===== src/core/cmsd_defs.vh =====
/*
 * constants for the memory space decoder: program vector layout,
 * data space region bounds, step sizes and operation codes.
 * assumes inclusion by the decoder only; definitions only.
 */
// Contract
// 24-bit program location read as even lower word, odd upper word, top byte zero.
// program counter stays even, steps forward or back by two.
// program 0x00000 to 0x000200 reserved for vectors; start at reset vector.
// reset fetches jump at 0x000000; jump target read from 0x000002.
// vector tables at 0x000004-0x0000FF and 0x000100-0x0001FF.
// reads and writes form their addresses in separate generators.
// data effective address is 16 bits, byte granular, 64 Kbytes.
// address bit 15 low hits data memory, high hits visibility window.
// reads outside implemented data memory return all zeros.
// word low byte at even address, high byte at odd address.
// post-modified pointer steps by 1 for bytes, 2 for words.
// byte read fetches word, bit 0 selects byte, placed on low lane.
// shared word decode, separate lane write enables; byte write hits one lane.
// odd-address word access not performed; raises address error trap.
// misaligned read completes; misaligned write suppressed; trap follows.
// byte load changes working register low byte only.
// sign-extend 8 to 16 bits; zero-extend clears high byte.
// data 0x0000-0x07FF decodes to control registers.
// unused control register addresses read zero.
// 0x0000-0x1FFF reachable through 13-bit direct address field.
// whole space reachable by 16-bit direct field or pointer register.
// 0x0800-0x0BFF X RAM, 0x0C00-0x0FFF Y RAM, unimplemented above.
`ifndef CMSD_DEFS_VH
`define CMSD_DEFS_VH
`define CMSD_RESET_VEC   24'h000000
`define CMSD_JUMP_TGT    24'h000002
`define CMSD_VEC_END     24'h000200
`define CMSD_IVT1_LO     24'h000004
`define CMSD_IVT1_HI     24'h0000FF
`define CMSD_IVT2_LO     24'h000100
`define CMSD_IVT2_HI     24'h0001FF
`define CMSD_PC_STEP     24'h000002
`define CMSD_SFR_HI      16'h07FF
`define CMSD_XRAM_LO     16'h0800
`define CMSD_XRAM_HI     16'h0BFF
`define CMSD_YRAM_LO     16'h0C00
`define CMSD_YRAM_HI     16'h0FFF
`define CMSD_PSV_BIT     15
`define CMSD_STEP_BYTE   16'h0001
`define CMSD_STEP_WORD   16'h0002
`define CMSD_MODE_NEAR   2'h0
`define CMSD_MODE_DIRECT 2'h1
`define CMSD_MODE_PTR    2'h2
`define CMSD_OP_WORD     2'h0
`define CMSD_OP_BYTE     2'h1
`define CMSD_OP_SEXT     2'h2
`define CMSD_OP_ZEXT     2'h3
`define CMSD_VT_NONE     2'h0
`define CMSD_VT_RESET    2'h1
`define CMSD_VT_PRIMARY  2'h2
`define CMSD_VT_ALT      2'h3
`endif


===== src/core/cmsd_top.v =====
/*
 * memory space decoder: program counter and vector boot, program word
 * layout, read and write address generators with region decode, lane
 * steering, alignment trap, pointer step and working register byte merge.
 * assumes memories answer combinationally to the registered addresses.
 */
`include "cmsd_defs.vh"
module cmsd_top (
  input  wire        i_clk,
  input  wire        i_srst,
  input  wire        i_pc_adv,
  input  wire        i_pc_ret,
  input  wire        i_pc_load,
  input  wire [23:0] i_pc_target,
  input  wire [23:0] i_prog_loc,
  input  wire [23:0] i_tbl_addr,
  input  wire [23:0] i_tbl_loc,
  input  wire        i_rd_req,
  input  wire        i_rd_byte,
  input  wire [1:0]  i_rd_mode,
  input  wire [12:0] i_rd_near,
  input  wire [15:0] i_rd_direct,
  input  wire [15:0] i_rd_ptr,
  input  wire        i_wr_req,
  input  wire        i_wr_byte,
  input  wire [1:0]  i_wr_mode,
  input  wire [12:0] i_wr_near,
  input  wire [15:0] i_wr_direct,
  input  wire [15:0] i_wr_ptr,
  input  wire [15:0] i_wr_data,
  input  wire [15:0] i_ram_rdata,
  input  wire [15:0] i_sfr_rdata,
  input  wire        i_sfr_hit,
  input  wire [15:0] i_psv_rdata,
  input  wire        i_ptr_step,
  input  wire [15:0] i_ptr_in,
  input  wire        i_ptr_byte,
  input  wire        i_ptr_dec,
  input  wire        i_wreg_op_en,
  input  wire [1:0]  i_wreg_op,
  input  wire [15:0] i_wreg_old,
  input  wire [15:0] i_wreg_src,
  output reg  [23:0] o_program_counter,
  output reg         o_boot_done,
  output reg  [1:0]  o_pc_vec_table,
  output reg  [15:0] o_tbl_word,
  output reg  [14:0] o_rd_word_addr,
  output reg         o_rd_sel_sfr,
  output reg         o_rd_sel_xram,
  output reg         o_rd_sel_yram,
  output reg         o_rd_sel_psv,
  output reg  [15:0] o_rd_data,
  output reg         o_rd_valid,
  output reg  [14:0] o_wr_word_addr,
  output reg         o_wr_sel_sfr,
  output reg         o_wr_sel_xram,
  output reg         o_wr_sel_yram,
  output reg  [1:0]  o_wr_lane_en,
  output reg  [15:0] o_wr_lane_data,
  output reg         o_addr_error_trap,
  output reg  [15:0] o_ptr_out,
  output reg  [15:0] o_wreg_new,
  output reg         o_wreg_valid
);

  localparam [1:0] ST_FETCH_JUMP = 2'h0;
  localparam [1:0] ST_FETCH_TGT  = 2'h1;
  localparam [1:0] ST_RUN        = 2'h2;

  reg  [1:0]  state_r;
  reg  [1:0]  state_nxt;
  reg  [23:0] pc_nxt;
  reg         rd_pend_r;
  reg         rd_byte_r;
  reg         rd_lane_r;
  reg         rd_bad_r;
  wire [15:0] rd_ea;
  wire [15:0] wr_ea;
  reg  [15:0] rd_word;
  reg  [15:0] rd_nxt;
  reg  [15:0] wreg_nxt;
  wire        rd_misalign;
  wire        wr_misalign;
  wire [1:0]  wr_lane_nxt;
  wire [15:0] wr_data_nxt;

  // one generator per direction so read and write addresses are independent
  function [15:0] form_ea;
    input [1:0]  mode;
    input [12:0] near;
    input [15:0] direct;
    input [15:0] ptr;
    begin
      case (mode)
        `CMSD_MODE_NEAR:   form_ea = {3'h0, near};
        `CMSD_MODE_DIRECT: form_ea = direct;
        `CMSD_MODE_PTR:    form_ea = ptr;
        default:           form_ea = 16'h0000;
      endcase
    end
  endfunction

  function is_sfr;
    input [15:0] ea;
    begin
      is_sfr = (ea <= `CMSD_SFR_HI);
    end
  endfunction

  function is_xram;
    input [15:0] ea;
    begin
      is_xram = (ea >= `CMSD_XRAM_LO) && (ea <= `CMSD_XRAM_HI);
    end
  endfunction

  function is_yram;
    input [15:0] ea;
    begin
      is_yram = (ea >= `CMSD_YRAM_LO) && (ea <= `CMSD_YRAM_HI);
    end
  endfunction

  function [1:0] vec_class;
    input [23:0] a;
    begin
      if (a >= `CMSD_VEC_END)
        vec_class = `CMSD_VT_NONE;
      else if (a >= `CMSD_IVT2_LO && a <= `CMSD_IVT2_HI)
        vec_class = `CMSD_VT_ALT;
      else if (a >= `CMSD_IVT1_LO && a <= `CMSD_IVT1_HI)
        vec_class = `CMSD_VT_PRIMARY;
      else
        vec_class = `CMSD_VT_RESET;
    end
  endfunction

  assign rd_ea = form_ea(i_rd_mode, i_rd_near, i_rd_direct, i_rd_ptr);
  assign wr_ea = form_ea(i_wr_mode, i_wr_near, i_wr_direct, i_wr_ptr);
  assign rd_misalign = i_rd_req & ~i_rd_byte & rd_ea[0];
  assign wr_misalign = i_wr_req & ~i_wr_byte & wr_ea[0];

  // per-lane write enables; a byte write only touches its own lane
  genvar ln;
  generate
    for (ln = 0; ln < 2; ln = ln + 1) begin : g_lane
      assign wr_lane_nxt[ln] = i_wr_req & ~wr_misalign &
                               (~i_wr_byte | (wr_ea[0] == ln));
      assign wr_data_nxt[ln*8 +: 8] = i_wr_byte ? i_wr_data[7:0]
                                                : i_wr_data[ln*8 +: 8];
    end
  endgenerate

  // boot sequence and program counter
  always @* begin
    state_nxt = state_r;
    pc_nxt    = o_program_counter;
    case (state_r)
      ST_FETCH_JUMP: begin
        state_nxt = ST_FETCH_TGT;
        pc_nxt    = `CMSD_JUMP_TGT;
      end
      ST_FETCH_TGT: begin
        state_nxt = ST_RUN;
        pc_nxt    = {i_prog_loc[23:1], 1'b0};
      end
      ST_RUN: begin
        if (i_pc_load)
          pc_nxt = {i_pc_target[23:1], 1'b0};
        else if (i_pc_adv)
          pc_nxt = o_program_counter + `CMSD_PC_STEP;
        else if (i_pc_ret)
          pc_nxt = o_program_counter - `CMSD_PC_STEP;
      end
      default: begin
        state_nxt = ST_FETCH_JUMP;
        pc_nxt    = `CMSD_RESET_VEC;
      end
    endcase
  end

  always @(posedge i_clk) begin
    if (i_srst) begin
      state_r           <= ST_FETCH_JUMP;
      o_program_counter <= `CMSD_RESET_VEC;
      o_boot_done       <= 1'b0;
      o_pc_vec_table    <= `CMSD_VT_RESET;
      o_tbl_word        <= 16'h0000;
    end else begin
      state_r           <= state_nxt;
      o_program_counter <= pc_nxt;
      o_boot_done       <= (state_nxt == ST_RUN);
      o_pc_vec_table    <= vec_class(pc_nxt);
      // odd address gives the upper word, whose top byte is not there
      o_tbl_word        <= i_tbl_addr[0] ? {8'h00, i_tbl_loc[23:16]}
                                         : i_tbl_loc[15:0];
    end
  end

  // read data assembly, one cycle after the decoded address is out
  always @* begin
    if (o_rd_sel_psv)
      rd_word = i_psv_rdata;
    else if (o_rd_sel_xram | o_rd_sel_yram)
      rd_word = i_ram_rdata;
    else if (o_rd_sel_sfr & i_sfr_hit)
      rd_word = i_sfr_rdata;
    else
      rd_word = 16'h0000;
    if (rd_bad_r)
      rd_nxt = 16'h0000;
    else if (rd_byte_r)
      rd_nxt = {8'h00, rd_lane_r ? rd_word[15:8] : rd_word[7:0]};
    else
      rd_nxt = rd_word;
  end

  always @(posedge i_clk) begin
    if (i_srst) begin
      o_rd_word_addr <= 15'h0000;
      o_rd_sel_sfr   <= 1'b0;
      o_rd_sel_xram  <= 1'b0;
      o_rd_sel_yram  <= 1'b0;
      o_rd_sel_psv   <= 1'b0;
      rd_pend_r      <= 1'b0;
      rd_byte_r      <= 1'b0;
      rd_lane_r      <= 1'b0;
      rd_bad_r       <= 1'b0;
      o_rd_data      <= 16'h0000;
      o_rd_valid     <= 1'b0;
    end else begin
      o_rd_word_addr <= rd_ea[15:1];
      o_rd_sel_psv   <= i_rd_req & ~rd_misalign & rd_ea[`CMSD_PSV_BIT];
      o_rd_sel_sfr   <= i_rd_req & ~rd_misalign & is_sfr(rd_ea);
      o_rd_sel_xram  <= i_rd_req & ~rd_misalign & is_xram(rd_ea);
      o_rd_sel_yram  <= i_rd_req & ~rd_misalign & is_yram(rd_ea);
      rd_pend_r      <= i_rd_req;
      rd_byte_r      <= i_rd_byte;
      rd_lane_r      <= rd_ea[0];
      rd_bad_r       <= rd_misalign;
      // a misaligned read still finishes, with zero data
      o_rd_valid     <= rd_pend_r;
      o_rd_data      <= rd_pend_r ? rd_nxt : 16'h0000;
    end
  end

  // write path; trap is raised in the same cycle as the suppressed write slot
  always @(posedge i_clk) begin
    if (i_srst) begin
      o_wr_word_addr    <= 15'h0000;
      o_wr_sel_sfr      <= 1'b0;
      o_wr_sel_xram     <= 1'b0;
      o_wr_sel_yram     <= 1'b0;
      o_wr_lane_en      <= 2'h0;
      o_wr_lane_data    <= 16'h0000;
      o_addr_error_trap <= 1'b0;
    end else begin
      o_wr_word_addr    <= wr_ea[15:1];
      o_wr_sel_sfr      <= i_wr_req & ~wr_misalign & is_sfr(wr_ea);
      o_wr_sel_xram     <= i_wr_req & ~wr_misalign & is_xram(wr_ea);
      o_wr_sel_yram     <= i_wr_req & ~wr_misalign & is_yram(wr_ea);
      // writes above the RAM or into the window have nowhere to land
      o_wr_lane_en      <= (is_sfr(wr_ea) | is_xram(wr_ea) | is_yram(wr_ea))
                           ? wr_lane_nxt : 2'h0;
      o_wr_lane_data    <= wr_data_nxt;
      // read trap waits for the read to complete, write trap for the slot
      o_addr_error_trap <= rd_bad_r | wr_misalign;
    end
  end

  // working register merge for loads and extend operations
  always @* begin
    case (i_wreg_op)
      `CMSD_OP_WORD: wreg_nxt = i_wreg_src;
      `CMSD_OP_BYTE: wreg_nxt = {i_wreg_old[15:8], i_wreg_src[7:0]};
      `CMSD_OP_SEXT: wreg_nxt = {{8{i_wreg_old[7]}}, i_wreg_old[7:0]};
      `CMSD_OP_ZEXT: wreg_nxt = {8'h00, i_wreg_old[7:0]};
      default:       wreg_nxt = i_wreg_old;
    endcase
  end

  always @(posedge i_clk) begin
    if (i_srst) begin
      o_ptr_out    <= 16'h0000;
      o_wreg_new   <= 16'h0000;
      o_wreg_valid <= 1'b0;
    end else begin
      if (i_ptr_step) begin
        if (i_ptr_dec)
          o_ptr_out <= i_ptr_in - (i_ptr_byte ? `CMSD_STEP_BYTE : `CMSD_STEP_WORD);
        else
          o_ptr_out <= i_ptr_in + (i_ptr_byte ? `CMSD_STEP_BYTE : `CMSD_STEP_WORD);
      end
      o_wreg_valid <= i_wreg_op_en;
      if (i_wreg_op_en)
        o_wreg_new <= wreg_nxt;
    end
  end

endmodule // cmsd_top


===== config.mk =====
export PLATFORM = sky130hd
export DESIGN_NAME = cmsd_top
export DESIGN_NICKNAME = d
export VERILOG_FILES = /design/src/core/cmsd_top.v
export VERILOG_INCLUDE_DIRS = /design/src /design/src/core
export SDC_FILE = /design/constraint.sdc
export NUM_CORES = 1
export LEC_CHECK = 0
export BUFFER_PORTS_ARGS = -buffer_cell sky130_fd_sc_hd__clkbuf_2
export CAP_MARGIN = 20
export CORE_AREA = 2 2 184 186
export CTS_BUF_LIST = sky130_fd_sc_hd__clkbuf_2
export DETAILED_ROUTE_END_ITERATION = 10
export DIE_AREA = 0 0 186 188
export SLEW_MARGIN = 20
export SYNTH_ARGS = -nofsm -noshare
export SYNTH_HDL_FRONTEND = slang
export SYNTH_SLANG_ARGS = --single-unit
export TNS_END_PERCENT = 20

===== constraint.sdc =====
create_clock -name i_clk -period 3.6 [get_ports i_clk]
set_input_delay 0.18 -clock i_clk [delete_from_list [all_inputs] [get_ports i_clk]]
set_output_delay 0.18 -clock i_clk [all_outputs]
set_load 0.05 [all_outputs]

* After elaboration in Yosys (flattened, before gate mapping)
Cells that the tools add are included.
Cells by class: bitwise operators 29, add/subtract/negate cells 4, equality and inequality tests 10, multiplexer cells 20, magnitude comparators 15, reduce and logical (&&, ||, !) cells 15
Operators with widths (count):
- $pmux 16 s3 | 2
- $mux 24 | 3
- $pmux 24 s3 | 1
- $ge 16x12->1 const B | 4
- $le 16x12->1 const B | 4
- $mux 16 | 4
- $pmux 16 s4 | 1
- $le 16x11->1 const B | 2
- $mux 8 | 4
- $add 24x2->24 const B | 1
- $ge 24x10->1 const B | 1
- $ge 24x3->1 const B | 1
- $ge 24x9->1 const B | 1
- $le 24x8->1 const B | 1
- $le 24x9->1 const B | 1
- $sub 24x2->24 const B | 1
- $add 16x16->16 | 1
- $and 1x1->1 | 16
- $sub 16x16->16 | 1
- $eq 2x2->1 const B | 6
- $eq 2x1->1 const B | 4
- $logic_not 2->1 | 4
- $not 1->1 | 7
- $logic_and 1x1->1 | 6
- other kinds (7) | 16
Word-level totals: logic and storage cells 122, output and inout port bits 149, bits of input ports 318, bits in registers 155

* Longest topological paths before layout
word-level depth 10, depth in mapped cells 11, depth with buffers taken out 11

* Worst setup path before layout
OpenSTA, ideal clock, no wires.
path kind register -> register, start point register o_program_counter[3], end point register o_pc_vec_table[0], library setup time 101 ps, path slack 598 ps, stages on the path, launching flop included 10, required time 3499 ps, data arrival time 2901 ps, clock period less this slack 3002 ps, buffers on the path 2, cell sequence dfxtp_1 buf_6 or4_4 buf_6 nor4_1 a32oi_1 xnor2_1 a222oi_1 nand4_1 o41ai_1
On the way: word-level cells in the longest chain between the ends 10, elaborated cells on any way between the ends 16, those cells by class 2 x add/sub; 5 x order compare; 7 x mux; 2 x reduce/logical
Ends and longest elaborated chain:
- from (decl) | RTL line cmsd_top.v:43 | output reg [23:0] o_program_counter,
- from (signal assigned) | RTL line cmsd_top.v:185 | o_program_counter <= `CMSD_RESET_VEC;
- from (signal assigned) | RTL line cmsd_top.v:191 | o_program_counter <= pc_nxt;
- $sub 24x2->24 (no line)
- $mux 24 | RTL line cmsd_top.v:172 | else if (i_pc_ret)
- $mux 24 * | RTL line cmsd_top.v:170 | else if (i_pc_adv)
- $mux 24 * | RTL line cmsd_top.v:168 | if (i_pc_load)
- $pmux 24 s3 * | RTL line cmsd_top.v:158 | case (state_r)
- $ge 24x3->1 (no line) or $le 24x8->1 (tied branches)
- $logic_and 1x1->1 (no line)
- $mux 2 | RTL line cmsd_top.v:131 | else if (a >= `CMSD_IVT1_LO && a <= `CMSD_IVT1_HI)
- $mux 2 | RTL line cmsd_top.v:129 | else if (a >= `CMSD_IVT2_LO && a <= `CMSD_IVT2_HI)
- $mux 1 * | RTL line cmsd_top.v:127 | if (a >= `CMSD_VEC_END)
- to (signal assigned) | RTL line cmsd_top.v:187 | o_pc_vec_table <= `CMSD_VT_RESET;
- to (signal assigned) | RTL line cmsd_top.v:193 | o_pc_vec_table <= vec_class(pc_nxt);
- to (decl) | RTL line cmsd_top.v:45 | output reg [1:0] o_pc_vec_table,
Mark *: on every way between the ends. The rest lies on a longest branch, timed or not. A chain may end at the register's enable or synchronous reset.

* Worst setup path after layout
start point register o_program_counter[9], end point register o_pc_vec_table[0]
Same word-level chain as after synthesis.

==> run summary <==
The run gives 13900 sq um as the post-route cell area. For the number of top-level design ports, the log shows 467. The worst path uses 94.0% of the clock period. Number of endpoints with negative hold slack in the final report: 0. The number of nets in the synthesized netlist is 1244. The initial antenna violation count was 1. The worst hold path begins at i_prog_loc[2]. Derived from the worst setup path, the maximum achievable clock frequency is 296 MHz. Of the cells placed in the final design, the portion with a size suffix greater than 1 is 29.6%. The deepest clock path buffer count is 2, and the distinct cell type count of the synthesized netlist is 62.

The area occupied by registers is 3080 sq um. The pin count of the biggest net entering global routing came out at 41. The first detailed-routing pass ran for 6 iterations.

For the final database, setup skew stands at 0.0237 ns. The worst register-to-register path begins at o_program_counter[9]$_SDFF_PP0_. The number of synthesized register bits was 154. From synthesis to final layout, the design area changed by 81.9%. Post-synthesis async set-or-reset flop share: 0%. Routed via count divided by cell count: 4.61.

The tools report the max-slew violation total from the final report as 0. The average cell area after synthesis is 8.46 sq um. The via count of the first global-routing pass was 10300. In the synthesized netlist the dominant register cell turns out to be dfxtp_1. The run finished with clean final reports. TritonCTS built the clock tree. Tracing the worst setup path back leads to its startpoint at o_program_counter[9]$_SDFF_PP0_. From left edge to right edge, the die measures 186 microns. The number of synthesized flops with an enable pin was 0. The register clock-pin slew on the reported worst setup and hold paths works out to 0.23 ns.

Final net count: 2002. The tools report the number of fill cells in the layout as 3239. The largest total area in the synthesized netlist belongs to dfxtp_1. The logs give 308 uV for the maximum vdd drop and 0 for the DRC violations left. The Yosys step of the flow raised 0 warnings.

Summed over all failing endpoints, the final setup total negative slack is 0 ns. For the HPWL after detailed placement, the log shows 22900 microns. Setup repair after global routing left no endpoint under its margin. For this design, the sink count on the clock tree is 154. Routability-driven placement finished with a final weighted congestion of 0.861. The setup path with the least slack is of type reg -> reg. After technology mapping, the gate count stands at 903. In this run the cell area of the synthesized design comes to 7640 sq um. From bottom edge to top edge, the die measures 188 microns.

The count of antenna-violating nets left after detailed routing was 0; the clock period minus worst slack was 3.38 ns. The tools report the starting density of the core as 23.1%. Summed over all layers, the routed wires come to 33700 microns. Kind of launch point of the worst setup path: a register. In this run the static leakage power is 6.45 nW. CTS built an H-tree with a depth of 4.

At the pin with the least slew margin, the transition time is 0.989 ns. The count of vias placed by the detailed router is 9785, and the area of the die is 35000 sq um. By area the synthesized netlist is led by dfxtp_1, mux2i_1, nor2_1, a21oi_1, ha_1. Across the run, the number of max-cap violations was 0. The cell area power density was 333 nW/um^2; the aggregate global routing overflow was 0. The worst min-delay path class was in -> reg.

Buffers inserted during clock tree synthesis total 17. The worst setup path is captured at a register. The tools report the arrival time of the worst setup path as 4.09 ns.

After the first detailed-routing iteration, the DRC count stood at 391. In this run the standard cell core region covers 33100 sq um. The area of combinational cells with multiple inputs came out at 4280 sq um. The root buffer cell chosen for the clock tree is clkbuf_2.

The endpoint required time on the critical path was 4.31 ns; the number of setup violations in the final report was 0. The later-pin clock latency in the skew report is 0.78 ns. Dividing the detail-routed wire length by the instance count gives 15.9 microns. The tools report the worst relative slew slack as 34.0%. Maximum fanout encountered on the critical timing path: 7. Global routing consumed, over all layers together, 18.9% of the routing resources. The global-route wire length before repair was 51700 microns; the placement row count was 67. The run gives 40.3% as the share of synthesized area occupied by flip-flops and latches. The placed instances occupy a cell area of 10300 sq um. Port buffering added 441 buffers.

The fraction of post-synthesis cell area in the top cell type by area is 40.3%.
## metrics by stage
stage	setup WS, ns	instances	total power, mW	util, %	hold WS [ns]
floorplan	0.598	903	2.90	-	0.302
global placement	0.679	1745	3.34	31.0	0.383
detailed placement	0.707	1745	3.36	31.0	0.386
CTS	0.224	2121	4.64	42.0	0.0183
global route	0.0484	2122	4.90	42.0	0.0168
finish	0.216	2122	4.63	42.0	0.169
## state kept, by name, summed over array words and instances, names as in the netlist, 2 cells and up
signal             flops
o_wreg_new            16
o_ptr_out             16
o_rd_data             16
o_rd_word_addr        15
o_program_counter     24
o_wr_lane_en           2
o_wr_lane_data        16
o_wr_word_addr        15
o_pc_vec_table         2
o_tbl_word            16
## path summary, 6_finish.rpt
path / to / slack, ns / cells after the start
setup / recovery: o_pc_vec_table[0]$_SDFF_PP1_ / 0.22 / 9
setup reg to reg: o_pc_vec_table[0]$_SDFF_PP1_ / 0.22 / 9
hold reg to reg: o_rd_valid$_SDFF_PP0_ / 0.47 / 1
hold / removal: o_pc_vec_table[0]$_SDFF_PP1_ / 0.17 / 7
## cell families (layout without fill, tap and decap cells)
kind of cell,Yosys count,in the layout,share of synthesized area [%]
xor+xnor,21,21,2.41
simple gates,364,364,23.5
flops,154,154,40.3
mux,59,59,7.73
fa+ha+maj,23,23,3.86
compound gates,209,209,18.3
other cells,0,1,0
buf+inv,73,843,3.83
## layer usage
layer / up-vias / wire length (microns) / share of wire [%] / global-route usage [%]
met4: 0 / 1120 / 3.3 / 7.87
met1: 4566 / 13100 / 39 / 20.2
met5: - / 0 / 0 / 0
li1: 4732 / - / - / -
met3: 86 / 2410 / 7.2 / 5.69
met2: 401 / 17100 / 51 / 34.3
## power breakdown
part	total, mW	switching, mW	leakage [nW]	internal [mW]
registers	1.91	0.0888	1.27	1.82
logic	1.85	1.03	5.07	0.820
clock network	0.866	0.683	0.112	0.183
total	4.63	1.80	6.45	2.83
## synthesized netlist by cell type (6+ instances only)
cell type / count
nor2_1: 153
o21ai_0: 29
nand2b_1: 18
a211oi_1: 23
and3_1: 9
nand3b_1: 6
clkbuf_1: 49
nor4_1: 12
a21o_1: 6
nor2b_1: 36
nand3_1: 12
a21oi_1: 61
a32oi_1: 6
ha_1: 22
dfxtp_1: 154
a22oi_1: 31
a222oi_1: 7
and2_1: 16
nor3_1: 16
xor2_1: 8
inv_1: 14
mux2i_1: 59
nand2_1: 51
xnor2_1: 13
nand4_1: 9
o31ai_1: 8
## placed cells by master, fill, tap and decap left out, types with 11 or more instances in the layout
master,instances
a21oi_1,61
nand2_1,51
inv_1,14
nor4_1,11
o21ai_0,29
xnor2_1,13
nor2b_1,36
nor3_1,16
nand2b_1,18
dlygate4sd3_1,345
ha_1,22
clkbuf_2,460
nor2_1,153
a22oi_1,31
a211oi_1,23
nand3_1,12
buf_4,13
and2_1,15
mux2i_1,59
dfxtp_1,154
## layout make-up
cell class	count	share of cell area, %
sequential	154	22.2
clock buffer	20	0.720
timing repair buffer	798	41.4
multi-input combinational	676	30.8
inverter	14	0.378
antenna	1	0.0180
tap	448	4.03
clock inverter	11	0.540
## worst max-delay path, cell delays in order, from the launching register on
cell and delay (ns):
dfxtp_1 0.43, or4_1 0.70, nor4_1 0.30, buf_4 0.18, a32oi_1 0.12, xnor2_1 0.17
a222oi_1 0.28, dlygate4sd3_1 0.62, nand4_1 0.15, o41ai_1 0.35
## what timing repair did
item,4_1_cts,5_1_grt
hold buffers,345,0
hold endpoints to repair,154,0
setup buffers,0,0
gates resized for setup,0,2
setup endpoints to repair,0,2
Power figures use the tool's default switching activity.
